[config.mk]
export PLATFORM = sky130hd
export DESIGN_NAME = exc_entry
export DESIGN_NICKNAME = d
export VERILOG_FILES = /design/src/exc_entry_pkg.sv /design/src/exc_entry.sv
export SDC_FILE = /design/constraint.sdc
export NUM_CORES = 1
export LEC_CHECK = 0
export ABC_AREA = 1
export BUFFER_PORTS_ARGS = -buffer_cell sky130_fd_sc_hd__clkbuf_2
export CAP_MARGIN = 20
export CORE_ASPECT_RATIO = 0.8
export CORE_MARGIN = 5
export CORE_UTILIZATION = 30
export CTS_BUF_LIST = sky130_fd_sc_hd__clkbuf_16
export DETAILED_ROUTE_END_ITERATION = 10
export PLACE_DENSITY = 0.65
export SLEW_MARGIN = 10
export SYNTH_ARGS = -nofsm -noshare
export SYNTH_HDL_FRONTEND = slang
export SYNTH_SLANG_ARGS = --single-unit
[constraint.sdc]
create_clock -name clk_sys_in -period 3.7 [get_ports clk_sys_in]
set_input_delay 0.37 -clock clk_sys_in [delete_from_list [all_inputs] [get_ports clk_sys_in]]
set_output_delay 0.37 -clock clk_sys_in [all_outputs]
set_load 0.01 [all_outputs]
[src/exc_entry_pkg.sv]
// Constants, cause codes and types for the exception and interrupt entry unit.
// Assumes a single core clock and a decoder that flags instruction boundaries.
//
// How it works
// - Bad delay-slot instruction raises illegal-slot exception.
// - Illegal slot saves branch PC, cause 1A0.
// - Global base loads/stores are never privileged.
// - User break saves proper PC, cause 1E0.
// - NMI edge detected, cause 1C0, vector 600.
// - NMI ignores mask, top priority unless held.
// - Level interrupt when mask below level, unheld.
// - Level cause code is 200 plus level*20.
// - Accepting interrupt leaves level mask unchanged.
// - Module interrupt accepted likewise, vector 600.
// - Module levels come from four-bit priority fields.
// - Return restores PC and status from saved copies.
// - Hold delays interrupts except in sleep.
// - No user break trap while held.
// - Other exception while held goes to reset.
// - Re-executing exceptions save faulting or branch PC.
// - Completed exceptions save next, target or slot PC.
// - Reset clears base, sets flags, mask F.
// - Cause code fills low twelve bits.
`default_nettype none
package exc_entry_pkg;
	// ****************************************
	// Status word fields
	// ****************************************
	localparam int SR_MD_BIT = 30; // Privileged flag position.
	localparam int SR_RB_BIT = 29; // Register bank flag position.
	localparam int SR_BL_BIT = 28; // Exception hold bit position.
	localparam int SR_IM_LO = 4; // Low bit of the interrupt level mask.
	localparam int SR_IM_HI = 7; // High bit of the interrupt level mask.
	localparam logic [3:0] INTERRUPT_LEVEL_MASK_RESET = 4'hF; // Mask value after reset.
	localparam logic [31:0] SR_RESET = 32'h700000F0; // Flags set and mask F.
	// ****************************************
	// Vectors and cause codes
	// ****************************************
	localparam logic [31:0] RESET_PC = 32'hA0000000; // Fixed reset address.
	localparam logic [31:0] VBR_RESET = 32'h00000000; // Vector base after reset.
	localparam logic [31:0] OFS_GENERAL = 32'h00000100; // General exception offset.
	localparam logic [31:0] OFS_INTR = 32'h00000600; // Interrupt offset.
	localparam logic [11:0] CODE_POR = 12'h000; // Power-on reset cause.
	localparam logic [11:0] CODE_MANUAL = 12'h020; // Manual reset cause.
	localparam logic [11:0] CODE_ILL_SLOT = 12'h1A0; // Illegal slot cause.
	localparam logic [11:0] CODE_UBRK = 12'h1E0; // User break cause.
	localparam logic [11:0] CODE_NMI = 12'h1C0; // Non-maskable interrupt cause.
	localparam logic [11:0] CODE_IRL_BASE = 12'h200; // Level interrupt base code.
	localparam int IRL_STEP_SHIFT = 5; // Step of 20 hex between levels.
	localparam logic [3:0] UNDEF_OP_TOP = 4'hF; // Undefined opcodes start with F.
	// ****************************************
	// Types
	// ****************************************
	typedef enum logic [2:0] {
		EV_NONE, EV_NMI, EV_IRL, EV_MOD, EV_ILL, EV_UBRK, EV_OTHER, EV_RTE
	} event_t;
endpackage : exc_entry_pkg
`default_nettype wire

[src/exc_entry.sv]
// Exception and interrupt entry and return logic of the core.
// Assumes the pipeline presents one retiring instruction per boundary strobe.
`default_nettype none
module exc_entry (
	input wire logic clk_sys_in, // Core clock, 100 MHz.
	input wire logic rst_in, // Synchronous reset, active high.
	input wire logic manual_reset_in, // High selects manual over power-on reset cause.
	input wire logic boundary_in, // One-cycle: an instruction boundary.
	input wire logic [15:0] opcode_in, // Opcode being decoded.
	input wire logic in_delay_slot_in, // Opcode sits in a delay slot.
	input wire logic slot_pc_write_in, // Delay-slot opcode rewrites the PC.
	input wire logic priv_instr_in, // Opcode is a control or privileged instruction.
	input wire logic gbr_access_in, // Control load or store targets global base reg.
	input wire logic [31:0] cur_pc_in, // PC of the decoded instruction.
	input wire logic [31:0] next_pc_in, // PC of the following instruction.
	input wire logic [31:0] branch_pc_in, // PC of the preceding delayed branch.
	input wire logic [31:0] target_pc_in, // Branch target of a delayed conditional.
	input wire logic cond_taken_in, // Condition of the delayed branch is met.
	input wire logic [31:0] status_in, // Status word of the current instruction.
	input wire logic ubrk_in, // One-cycle: break condition met.
	input wire logic ubrk_post_in, // High for a post-execution break.
	input wire logic other_exc_in, // One-cycle: any other general exception.
	input wire logic [11:0] other_code_in, // Cause code of that exception.
	input wire logic other_reexec_in, // That exception is re-executing type.
	input wire logic nmi_pin_in, // Non-maskable interrupt pin.
	input wire logic [3:0] external_level_inputs_in, // Encoded external level.
	input wire logic mod_req_in, // Module interrupt request.
	input wire logic [3:0] mod_level_in, // Priority field of that module.
	input wire logic [11:0] mod_code_in, // Source-specific module cause.
	input wire logic sleep_in, // Core is in sleep or standby.
	input wire logic rte_in, // One-cycle: exception return executes.
	input wire logic sr_write_in, // One-cycle: software writes the status word.
	input wire logic [31:0] sr_wdata_in, // Value written to the status word.
	input wire logic vbr_write_in, // One-cycle: software writes the vector base.
	input wire logic [31:0] vbr_wdata_in, // Value written to the vector base.
	output logic redirect_out, // One-cycle: fetch jumps to redirect_pc_out.
	output logic [31:0] redirect_pc_out, // New fetch address.
	output logic [31:0] saved_pc_out, // Saved program counter.
	output logic [31:0] saved_status_out, // Saved status word.
	output logic [31:0] status_word_out, // Live status word.
	output logic [31:0] vector_base_out, // Vector base.
	output logic [11:0] exception_cause_code_out, // Exception cause.
	output logic [11:0] interrupt_cause_code_out, // Interrupt cause.
	output logic nmi_pending_out // Detected NMI edge waits for acceptance.
);
	// ****************************************
	// Event decode
	// ****************************************
	logic nmi_prev_ff; // Previous pin sample, used for edge detection.
	logic nmi_pend_ff; // Latched edge.
	logic hold; // Exception hold bit of the live status.
	logic [3:0] interrupt_level_mask; // Live interrupt level mask.
	logic user_mode; // Not privileged.
	logic ill_slot; // Illegal-slot condition.
	logic int_ok; // Interrupts may be taken now.
	exc_entry_pkg::event_t ev; // Winning event this cycle.

	assign hold = status_word_out[exc_entry_pkg::SR_BL_BIT];
	assign interrupt_level_mask = status_word_out[exc_entry_pkg::SR_IM_HI:exc_entry_pkg::SR_IM_LO];
	assign user_mode = !status_word_out[exc_entry_pkg::SR_MD_BIT];
	// Sleep overrides hold so a sleeping core can always be woken.
	assign int_ok = boundary_in && (!hold || sleep_in);

	// Illegal slot: undefined, PC-writing, or privileged-in-user in a slot.
	always_comb begin
		ill_slot = 1'b0;
		if (boundary_in && in_delay_slot_in) begin
			if (opcode_in[15:12] == exc_entry_pkg::UNDEF_OP_TOP) begin
				ill_slot = 1'b1;
			end else if (slot_pc_write_in) begin
				ill_slot = 1'b1;
			end else if (priv_instr_in && !gbr_access_in && user_mode) begin
				ill_slot = 1'b1;
			end
		end
	end

	// Priority: NMI, then level/module by level, then exceptions, then return.
	always_comb begin
		ev = exc_entry_pkg::EV_NONE;
		if (nmi_pend_ff && int_ok) begin
			ev = exc_entry_pkg::EV_NMI;
		end else if (int_ok && (external_level_inputs_in > interrupt_level_mask)
				&& (!mod_req_in || external_level_inputs_in >= mod_level_in)) begin
			ev = exc_entry_pkg::EV_IRL;
		end else if (int_ok && mod_req_in && (mod_level_in > interrupt_level_mask)) begin
			ev = exc_entry_pkg::EV_MOD;
		end else if (ill_slot) begin
			ev = exc_entry_pkg::EV_ILL;
		end else if (ubrk_in && !hold) begin
			ev = exc_entry_pkg::EV_UBRK;
		end else if (other_exc_in) begin
			ev = exc_entry_pkg::EV_OTHER;
		end else if (rte_in) begin
			ev = exc_entry_pkg::EV_RTE;
		end else begin
			ev = exc_entry_pkg::EV_NONE;
		end
	end

	// ****************************************
	// Non-maskable edge detector
	// ****************************************
	// The edge stays pending while held, so it is taken once hold clears.
	always_ff @(posedge clk_sys_in) begin
		if (rst_in) begin
			nmi_prev_ff <= 1'b0;
			nmi_pend_ff <= 1'b0;
		end else begin
			nmi_prev_ff <= nmi_pin_in;
			if (nmi_pin_in && !nmi_prev_ff) begin
				nmi_pend_ff <= 1'b1;
			end else if (ev == exc_entry_pkg::EV_NMI) begin
				nmi_pend_ff <= 1'b0;
			end
		end
	end

	// The flag mirrors the next pending state, so it drops in the same cycle as acceptance.
	// A plain copy of the latch would report a stale request for one cycle after entry.
	always_ff @(posedge clk_sys_in) begin
		if (rst_in) begin
			nmi_pending_out <= 1'b0;
		end else begin
			nmi_pending_out <= (nmi_pin_in && !nmi_prev_ff)
				|| (nmi_pend_ff && (ev != exc_entry_pkg::EV_NMI));
		end
	end

	// ****************************************
	// Saved PC selection
	// ****************************************
	// Completed-type entries save the next PC, or the target or slot PC.
	function automatic logic [31:0] completed_pc(input logic slot, input logic taken,
			input logic [31:0] nxt, input logic [31:0] tgt, input logic [31:0] cur);
		if (!slot) begin
			completed_pc = nxt;
		end else if (taken) begin
			completed_pc = tgt;
		end else begin
			completed_pc = cur;
		end
	endfunction : completed_pc

	logic [31:0] nxt_saved_pc; // PC value to save on entry.
	always_comb begin
		nxt_saved_pc = saved_pc_out;
		case (ev)
			exc_entry_pkg::EV_NMI, exc_entry_pkg::EV_IRL, exc_entry_pkg::EV_MOD: begin
				nxt_saved_pc = completed_pc(in_delay_slot_in, cond_taken_in,
					next_pc_in, target_pc_in, cur_pc_in);
			end
			exc_entry_pkg::EV_ILL: begin
				nxt_saved_pc = branch_pc_in;
			end
			exc_entry_pkg::EV_UBRK: begin
				nxt_saved_pc = ubrk_post_in ? next_pc_in : cur_pc_in;
			end
			exc_entry_pkg::EV_OTHER: begin
				if (!other_reexec_in) begin
					nxt_saved_pc = completed_pc(in_delay_slot_in, cond_taken_in,
						next_pc_in, target_pc_in, cur_pc_in);
				end else if (in_delay_slot_in && cond_taken_in) begin
					nxt_saved_pc = branch_pc_in;
				end else begin
					nxt_saved_pc = cur_pc_in;
				end
			end
			default: begin
				nxt_saved_pc = saved_pc_out;
			end
		endcase
	end

	// ****************************************
	// Entry and return state
	// ****************************************
	logic entry; // Any accepted entry to a handler.
	logic [31:0] entry_sr; // Status word with hold, privilege and bank set.
	logic [31:0] lvl_code; // Level interrupt cause code, wide for the shift.
	assign entry = (ev != exc_entry_pkg::EV_NONE) && (ev != exc_entry_pkg::EV_RTE);
	always_comb begin
		entry_sr = status_word_out;
		entry_sr[exc_entry_pkg::SR_BL_BIT] = 1'b1;
		entry_sr[exc_entry_pkg::SR_MD_BIT] = 1'b1;
		entry_sr[exc_entry_pkg::SR_RB_BIT] = 1'b1;
	end
	assign lvl_code = {20'h00000, exc_entry_pkg::CODE_IRL_BASE}
		+ ({28'h0000000, external_level_inputs_in} << exc_entry_pkg::IRL_STEP_SHIFT);

	// Status word: reset value, entry flags, return restore, software write.
	always_ff @(posedge clk_sys_in) begin
		if (rst_in) begin
			status_word_out <= exc_entry_pkg::SR_RESET;
		end else if (ev == exc_entry_pkg::EV_RTE) begin
			status_word_out <= saved_status_out;
		end else if (entry) begin
			status_word_out <= entry_sr;
		end else if (sr_write_in) begin
			status_word_out <= sr_wdata_in;
		end
	end

	// Vector base: cleared at reset, written only by software.
	always_ff @(posedge clk_sys_in) begin
		if (rst_in) begin
			vector_base_out <= exc_entry_pkg::VBR_RESET;
		end else if (vbr_write_in) begin
			vector_base_out <= vbr_wdata_in;
		end
	end

	// Saved copies are reset: PC to the vector base reset value, status to the reset status word.
	always_ff @(posedge clk_sys_in) begin
		if (rst_in) begin
			saved_pc_out <= exc_entry_pkg::VBR_RESET;
			saved_status_out <= exc_entry_pkg::SR_RESET;
		end else if (entry) begin
			saved_pc_out <= nxt_saved_pc;
			saved_status_out <= status_word_out;
		end
	end

	// Cause registers; hold-time exceptions leave them undefined, written here as on any entry.
	always_ff @(posedge clk_sys_in) begin
		if (rst_in) begin
			exception_cause_code_out <= manual_reset_in ? exc_entry_pkg::CODE_MANUAL
				: exc_entry_pkg::CODE_POR;
			interrupt_cause_code_out <= exc_entry_pkg::CODE_POR;
		end else begin
			case (ev)
				exc_entry_pkg::EV_NMI: begin
					interrupt_cause_code_out <= exc_entry_pkg::CODE_NMI;
				end
				exc_entry_pkg::EV_IRL: begin
					interrupt_cause_code_out <= lvl_code[11:0];
				end
				exc_entry_pkg::EV_MOD: begin
					interrupt_cause_code_out <= mod_code_in;
				end
				exc_entry_pkg::EV_ILL: begin
					exception_cause_code_out <= exc_entry_pkg::CODE_ILL_SLOT;
				end
				exc_entry_pkg::EV_UBRK: begin
					exception_cause_code_out <= exc_entry_pkg::CODE_UBRK;
				end
				exc_entry_pkg::EV_OTHER: begin
					exception_cause_code_out <= other_code_in;
				end
				default: begin
					exception_cause_code_out <= exception_cause_code_out;
				end
			endcase
		end
	end

	// ****************************************
	// Fetch redirect
	// ****************************************
	// Redirect is registered with the state so nothing retires in between.
	always_ff @(posedge clk_sys_in) begin
		if (rst_in) begin
			redirect_out <= 1'b1;
			redirect_pc_out <= exc_entry_pkg::RESET_PC;
		end else begin
			redirect_out <= (ev != exc_entry_pkg::EV_NONE);
			case (ev)
				exc_entry_pkg::EV_NMI, exc_entry_pkg::EV_IRL, exc_entry_pkg::EV_MOD: begin
					redirect_pc_out <= vector_base_out + exc_entry_pkg::OFS_INTR;
				end
				exc_entry_pkg::EV_ILL, exc_entry_pkg::EV_UBRK, exc_entry_pkg::EV_OTHER: begin
					if (hold) begin
						redirect_pc_out <= exc_entry_pkg::RESET_PC;
					end else begin
						redirect_pc_out <= vector_base_out
							+ exc_entry_pkg::OFS_GENERAL;
					end
				end
				exc_entry_pkg::EV_RTE: begin
					redirect_pc_out <= saved_pc_out;
				end
				default: begin
					redirect_pc_out <= redirect_pc_out;
				end
			endcase
		end
	end
endmodule : exc_entry
`default_nettype wire

== Word level (Yosys, flattened, before mapping) ==
Cells that the tools add are included.
Word-level totals
  register bits: 188
  input port bits: 291
Cells by class
  mux-type cells: 28
  reductions and logical operators: 34
  add/subtract/negate cells: 3
  eq/ne operators: 11
  order comparisons: 3
Operators by type and width (count)
  32-bit 2-to-1 mux: 9
  32-bit one-hot mux with 4 select lines: 1
  32-bit one-hot mux with 3 select lines: 1
  12-bit one-hot mux with 3 select lines: 2
  32-bit by 11-bit adder with 32-bit output, second input constant: 1
  32-bit by 9-bit adder with 32-bit output, second input constant: 1
  3-bit 2-to-1 mux: 7
  1-bit logical AND: 14
  3-bit equality test, second input constant: 4
  12-bit 2-to-1 mux: 1
  3-bit nonzero test: 4
  10-bit by 9-bit adder with 11-bit output, first input constant: 1
  4-bit greater-than comparator: 2
  4-bit nonzero test: 2
  3-bit by 2-bit equality test with 1-bit output, second input constant: 2
  1-bit 2-to-1 mux: 6
  6-bit 2-to-1 mux: 1
  3-bit OR reduction: 2
  1-bit logical NOT: 5
  4-bit equality test, second input constant: 1
  4-bit greater-or-equal comparator: 1
  2-bit AND reduction: 2
  2-bit nonzero test: 2
  3-bit by 1-bit equality test with 1-bit output, second input constant: 1
  4 further kinds: 6

== Longest topological paths before layout ==
  word-level depth: 15
  depth in mapped cells: 18
  depth with buffers taken out: 16

== Least setup slack after synthesis ==
OpenSTA, ideal clock, no wires.
  kind: flip-flop to flip-flop
  start point: register status_word_out[7]
  end point: register exception_cause_code_out[0] (enable)
  path buffers: 1
  path slack: 1.181 ns
  arrival time: 2.169 ns
  cell stages (with the launch flop): 14
  library setup time: 0.350 ns
  data required time: 3.350 ns
  path through: dfxtp_1 > inv_1 > ha_1 > nand2_1 > inv_1 > nand2_1 > nand2_1 > a21oi_1 > nand2_2 > nand3_1 > nor2_1 > nand2_1 > clkbuf_1 > nand2_1
On the way
  word-level cells in the longest chain between the ends: 7
  elaborated cells on any way between the ends: 12
  those cells by class: order compare (2); eq/ne (3); mux (3); reduce/logical (4)
Ends and longest elaborated chain
  start, declared: RTL line exc_entry.sv:40  | output logic [31:0] status_word_out,
  start signal, assigned: RTL line exc_entry.sv:194  | status_word_out <= exc_entry_pkg::SR_RESET;
  start signal, assigned: RTL line exc_entry.sv:196  | status_word_out <= saved_status_out;
  start signal, assigned: RTL line exc_entry.sv:198  | status_word_out <= entry_sr;
  4-bit greater-than comparator (on tied branches): RTL line exc_entry.sv:86, exc_entry.sv:83
  1-bit logical AND (on tied branches): RTL line exc_entry.sv:86, exc_entry.sv:83
  3-bit 2-to-1 mux / 1-bit logical AND (equally long branches): RTL line exc_entry.sv:86, exc_entry.sv:84
  3-bit 2-to-1 mux *: RTL line exc_entry.sv:83  | end else if (int_ok && (external_level_inputs_in > interrupt_level_mask)
  3-bit 2-to-1 mux *: RTL line exc_entry.sv:81  | if (nmi_pend_ff && int_ok) begin
  3-bit equality test: RTL line exc_entry.sv:231  | case (ev)
  4-bit nonzero test (no source line) *
  end signal, assigned: RTL line exc_entry.sv:227  | exception_cause_code_out <= manual_reset_in ? exc_entry_pkg::CODE_MANUAL
  end signal, assigned: RTL line exc_entry.sv:242  | exception_cause_code_out <= exc_entry_pkg::CODE_ILL_SLOT;
  end signal, assigned: RTL line exc_entry.sv:245  | exception_cause_code_out <= exc_entry_pkg::CODE_UBRK;
  end, declared: RTL line exc_entry.sv:42  | output logic [11:0] exception_cause_code_out,
Mark *: on every way between the ends. The rest lies on a longest branch, timed or not.
A chain may end at the register's enable or synchronous reset.

== Final worst setup path ==
  start point: register status_word_out[5]
  end point: register status_word_out[19]
On the way
  word-level cells in the longest chain between the ends: 9
  elaborated cells on any way between the ends: 16
  those cells by class: order compare (2); eq/ne (3); mux (4); reduce/logical (7)
Ends and longest elaborated chain
  4-bit greater-than comparator (on tied branches): RTL line exc_entry.sv:86, exc_entry.sv:83
  1-bit logical AND (on tied branches): RTL line exc_entry.sv:86, exc_entry.sv:83
  3-bit 2-to-1 mux / 1-bit logical AND (equally long branches): RTL line exc_entry.sv:86, exc_entry.sv:84
  3-bit 2-to-1 mux *: RTL line exc_entry.sv:83
  3-bit 2-to-1 mux *: RTL line exc_entry.sv:81
  3-bit != test / 3-bit nonzero test (equally long branches): RTL line exc_entry.sv:181  | assign entry = (ev != exc_entry_pkg::EV_NONE) && (ev != exc_entry_pkg::EV_RTE);
  1-bit logical AND: RTL line exc_entry.sv:181
  2-bit by 1-bit != test with 1-bit output (no source line)
  2-bit AND reduction (no source line)
Marks and branches as above.

==> impl_metrics.csv <==
group,metric,value,unit
synth,syn_area,0.0115,mm2
floorplan,start_util,30.2,%
floorplan,coreArea,0.0380,mm2
worst_setup_path,r2r_start,"status_word_out[5]",
power_and_ir_drop,pwr-share-clk,32.2,%
worst_setup_path,startpoint_type,"flop",
finish,drive_above_1_share,24.4,%
clocking,cts_sinks,188,
power_and_ir_drop,finalPower,6.01,mW
timing,finalSetupTns,0,ns
floorplan,die_area,0.0422,mm2
timing,min_period,3.37,ns
synth,avgSynthCellArea,6.38,um2
finish,synthToLayoutAreaGrowth,28.3,%
power_and_ir_drop,power_density,409,mW/mm2
synth,ys_ff_latch,188,
run_status,status,"complete, no violations",
worst_setup_path,crit_required,4.10,ns
place,post-place-ws,0.0757,ns
routing,dr_total_vias,14136,
clocking,post_cts_buffers,0,
finish,multi_input_area,0.00653,mm2
clocking,path_clk_slew,0.08,ns
global_route,grt_remaining_overflow,0,
finish,nNetsFinal,2462,
routing,drcViolationCount,0,
worst_setup_path,r2r_slack,0.33,ns
worst_setup_path,worstPathArrival,3.76,ns
global_route,antenna_found_initial,0,
place,place_congestion,0.924,
power_and_ir_drop,p_seq_share,40.4,%
floorplan,die_y,185,um
clocking,cts_hold_buf,0,
synth,ys_seq_area_share,33.9,%
clocking,cts_tree,"done",
routing,viasPerCell,5.31,
worst_setup_path,criticalPathCategory,"reg -> reg",
clocking,root_buffer,"clkbuf_16",
global_route,grt_pass1_wl,76900,um
timing,finClkSkew,0.0146,ns
power_and_ir_drop,ir_drop,0.253,mV
place,hpwl,37700,um
timing,fin_crit_sh,91.0,%
global_route,grt_pass1_vias,13351,
worst_setup_path,worstRegToRegCells,15,
finish,diodes,0,
floorplan,fp.dieW,228,um
hold_path,hp-class,"in -> reg",
finish,fin_cells,2664,
power_and_ir_drop,internal_power,3.72,mW
timing,tightest_slew,1.06,ns
timing,fin_ws,0.335,ns
place,dp.cells,2630,
synth,ys.flop_type,"dfxtp_1",
worst_setup_path,crit_fanout,21,
worst_setup_path,worstSetupStartpoint,"status_word_out[5]",
timing,fmax,297,MHz
timing,relSlewSlack,29.2,%
synth,synth_edf_count,12,
timing,setup_viol,0,
routing,ant_nets,0,
clocking,htreeDepth,4,
power_and_ir_drop,swShare,38.1,%
job,max_cap_viol_count,0,
finish,register_area,0.00388,mm2
finish,final_common_cell,"nand2_1",
worst_setup_path,cp-endpoint,"status_word_out[19]",
routing,wl_per_cell,19.2,um
synth,synth_cell_type_count,43,
clocking,cts_buffers,17,
clocking,cts_resized,0,
worst_setup_path,regToRegEndpoint,"status_word_out[19]",
floorplan,fp-row-count,64,
synth,synth-async-reset-ratio,0,%
routing,first_iter_violations,1140,
power_and_ir_drop,combPwrFrac,27.4,%
place,port_buffers,432,
synth,synth_fp_nets,2102,
synth,ys_warn_count,0,
floorplan,ioPinCount,477,
finish,fill_cells,4094,
worst_setup_path,cp-end-kind,"flop",
synth,netlist_instances,1796,
timing,slew_violations,0,
routing,drt-total-wl,51100,um
power_and_ir_drop,switchingPower,2.29,mW
global_route,grtUsageTotal,22.9,%
finish,mostFrequentLayoutCells,"nand2_1, clkbuf_2, o21ai_0",
routing,drt_pass1_iterations,6,
clocking,clockBufferDepth,2,
global_route,grt_start_max_net_pins,78,
power_and_ir_drop,leakagePower,6.99,nW
timing,hold_viol,0,
timing,rsz0062_at_grt,"no",
clocking,worstSkewPairLatency,0.47,ns
==> cell families after synthesis <==
family / share of synthesized area [%]
buf+inv: 9.29
compound gates: 24.5
flops: 33.9
xor+xnor: 2.07
simple gates: 28.6
fa+ha+maj: 1.64
==> metrics by stage <==
step                      hold WS (ns)  util (%)  instance area [um2]
after floorplan                  0.474         -                11500
after global placement           0.445      37.0                14000
after detailed placement         0.447      37.0                14000
after CTS                        0.107      38.6                14700
after global routing             0.120      38.7                14700
final                            0.132      38.7                14700
==> worst max-delay path: stages, from the launching register on <==
cell and delay [ns]:
dfxtp_1 0.38, inv_1 0.11, ha_1 0.31, nand2_1 0.06
inv_1 0.05, nand2_1 0.05, nand2_1 0.06, a21oi_1 0.04
nand2_2 0.16, inv_1 0.21, nor2_4 0.56, nand3_2 0.33
o21ai_4 0.39, buf_4 0.33, nand2_1 0.10, a21oi_1 0.15
==> Yosys cell counts (4+ instances only) <==
library cell | count | share of area [%]
inv_1 | 132 | 4.3
nand2_1 | 441 | 14
o211ai_1 | 39 | 2.6
nand4_1 | 70 | 3.8
a31oi_1 | 18 | 0.98
buf_4 | 5 | 0.33
nand3_1 | 65 | 2.8
clkbuf_1 | 97 | 3.2
a21oi_1 | 137 | 6.0
o22ai_1 | 33 | 1.8
nor2_1 | 180 | 5.9
edfxtp_1 | 12 | 3.1
xnor2_1 | 4 | 0.31
o21ai_0 | 268 | 12
xor2_1 | 23 | 1.8
buf_2 | 22 | 0.96
nor3_1 | 10 | 0.44
inv_2 | 5 | 0.16
ha_1 | 15 | 1.6
o21ai_1 | 5 | 0.22
dfxtp_1 | 176 | 31
nand2_2 | 7 | 0.38
==> worst min path at each step <==
stage / startpoint / endpoint / slack (ns) / depth (start not counted)
after floorplan: nmi_pend_ff / nmi_pend_ff / 0.47 / 2
after global placement: redirect_pc_out[26] / redirect_pc_out[26] / 0.44 / 2
after detailed placement: redirect_pc_out[26] / redirect_pc_out[26] / 0.45 / 2
after CTS: mod_code_in[0] / interrupt_cause_code_out[0] / 0.11 / 3
after global routing: vbr_wdata_in[13] / vector_base_out[13] / 0.12 / 3
final: mod_code_in[0] / interrupt_cause_code_out[0] / 0.13 / 3
==> flip-flops by register name, summed over array words and instances (netlist names) <==
| signal | flops |
|---|---|
| nmi_pending_out | 1 |
| saved_pc_out | 32 |
| vector_base_out | 32 |
| nmi_prev_ff | 1 |
| redirect_pc_out | 32 |
| saved_status_out | 32 |
| redirect_out | 1 |
| status_word_out | 32 |
| interrupt_cause_code_out | 12 |
| exception_cause_code_out | 12 |
| nmi_pend_ff | 1 |
==> power by group through the flow <==
| stage | clock, mW | sequential, mW | combinational [mW] |
|---|---|---|---|
| final | 1.93 | 2.43 | 1.65 |
| after global routing | 2.06 | 2.45 | 1.82 |
| after CTS | 1.98 | 2.44 | 1.63 |
| after detailed placement | 0 | 2.48 | 1.63 |
| after global placement | 0 | 2.48 | 1.61 |
| after floorplan | 0 | 2.47 | 0.854 |
==> layout make-up <==
cell class                 count  area share, %
inverter                     138           3.53
sequential                   188           26.4
tap                          495           4.22
multi-input combinational   1342           44.4
clock inverter                15           1.30
clock buffer                  17           2.90
timing repair buffer         469           17.2
==> metal layers <==
layer	up-vias	share of wire (%)	routed length, um	track usage [%]
met4	0	2.6	1330	6.92
met2	696	47	23800	38.3
met3	88	9.6	4890	6.30
met1	6581	41	21000	29.1
met5	-	0	0	0
li1	6771	-	-	-
(Power assumes the default switching activity.)
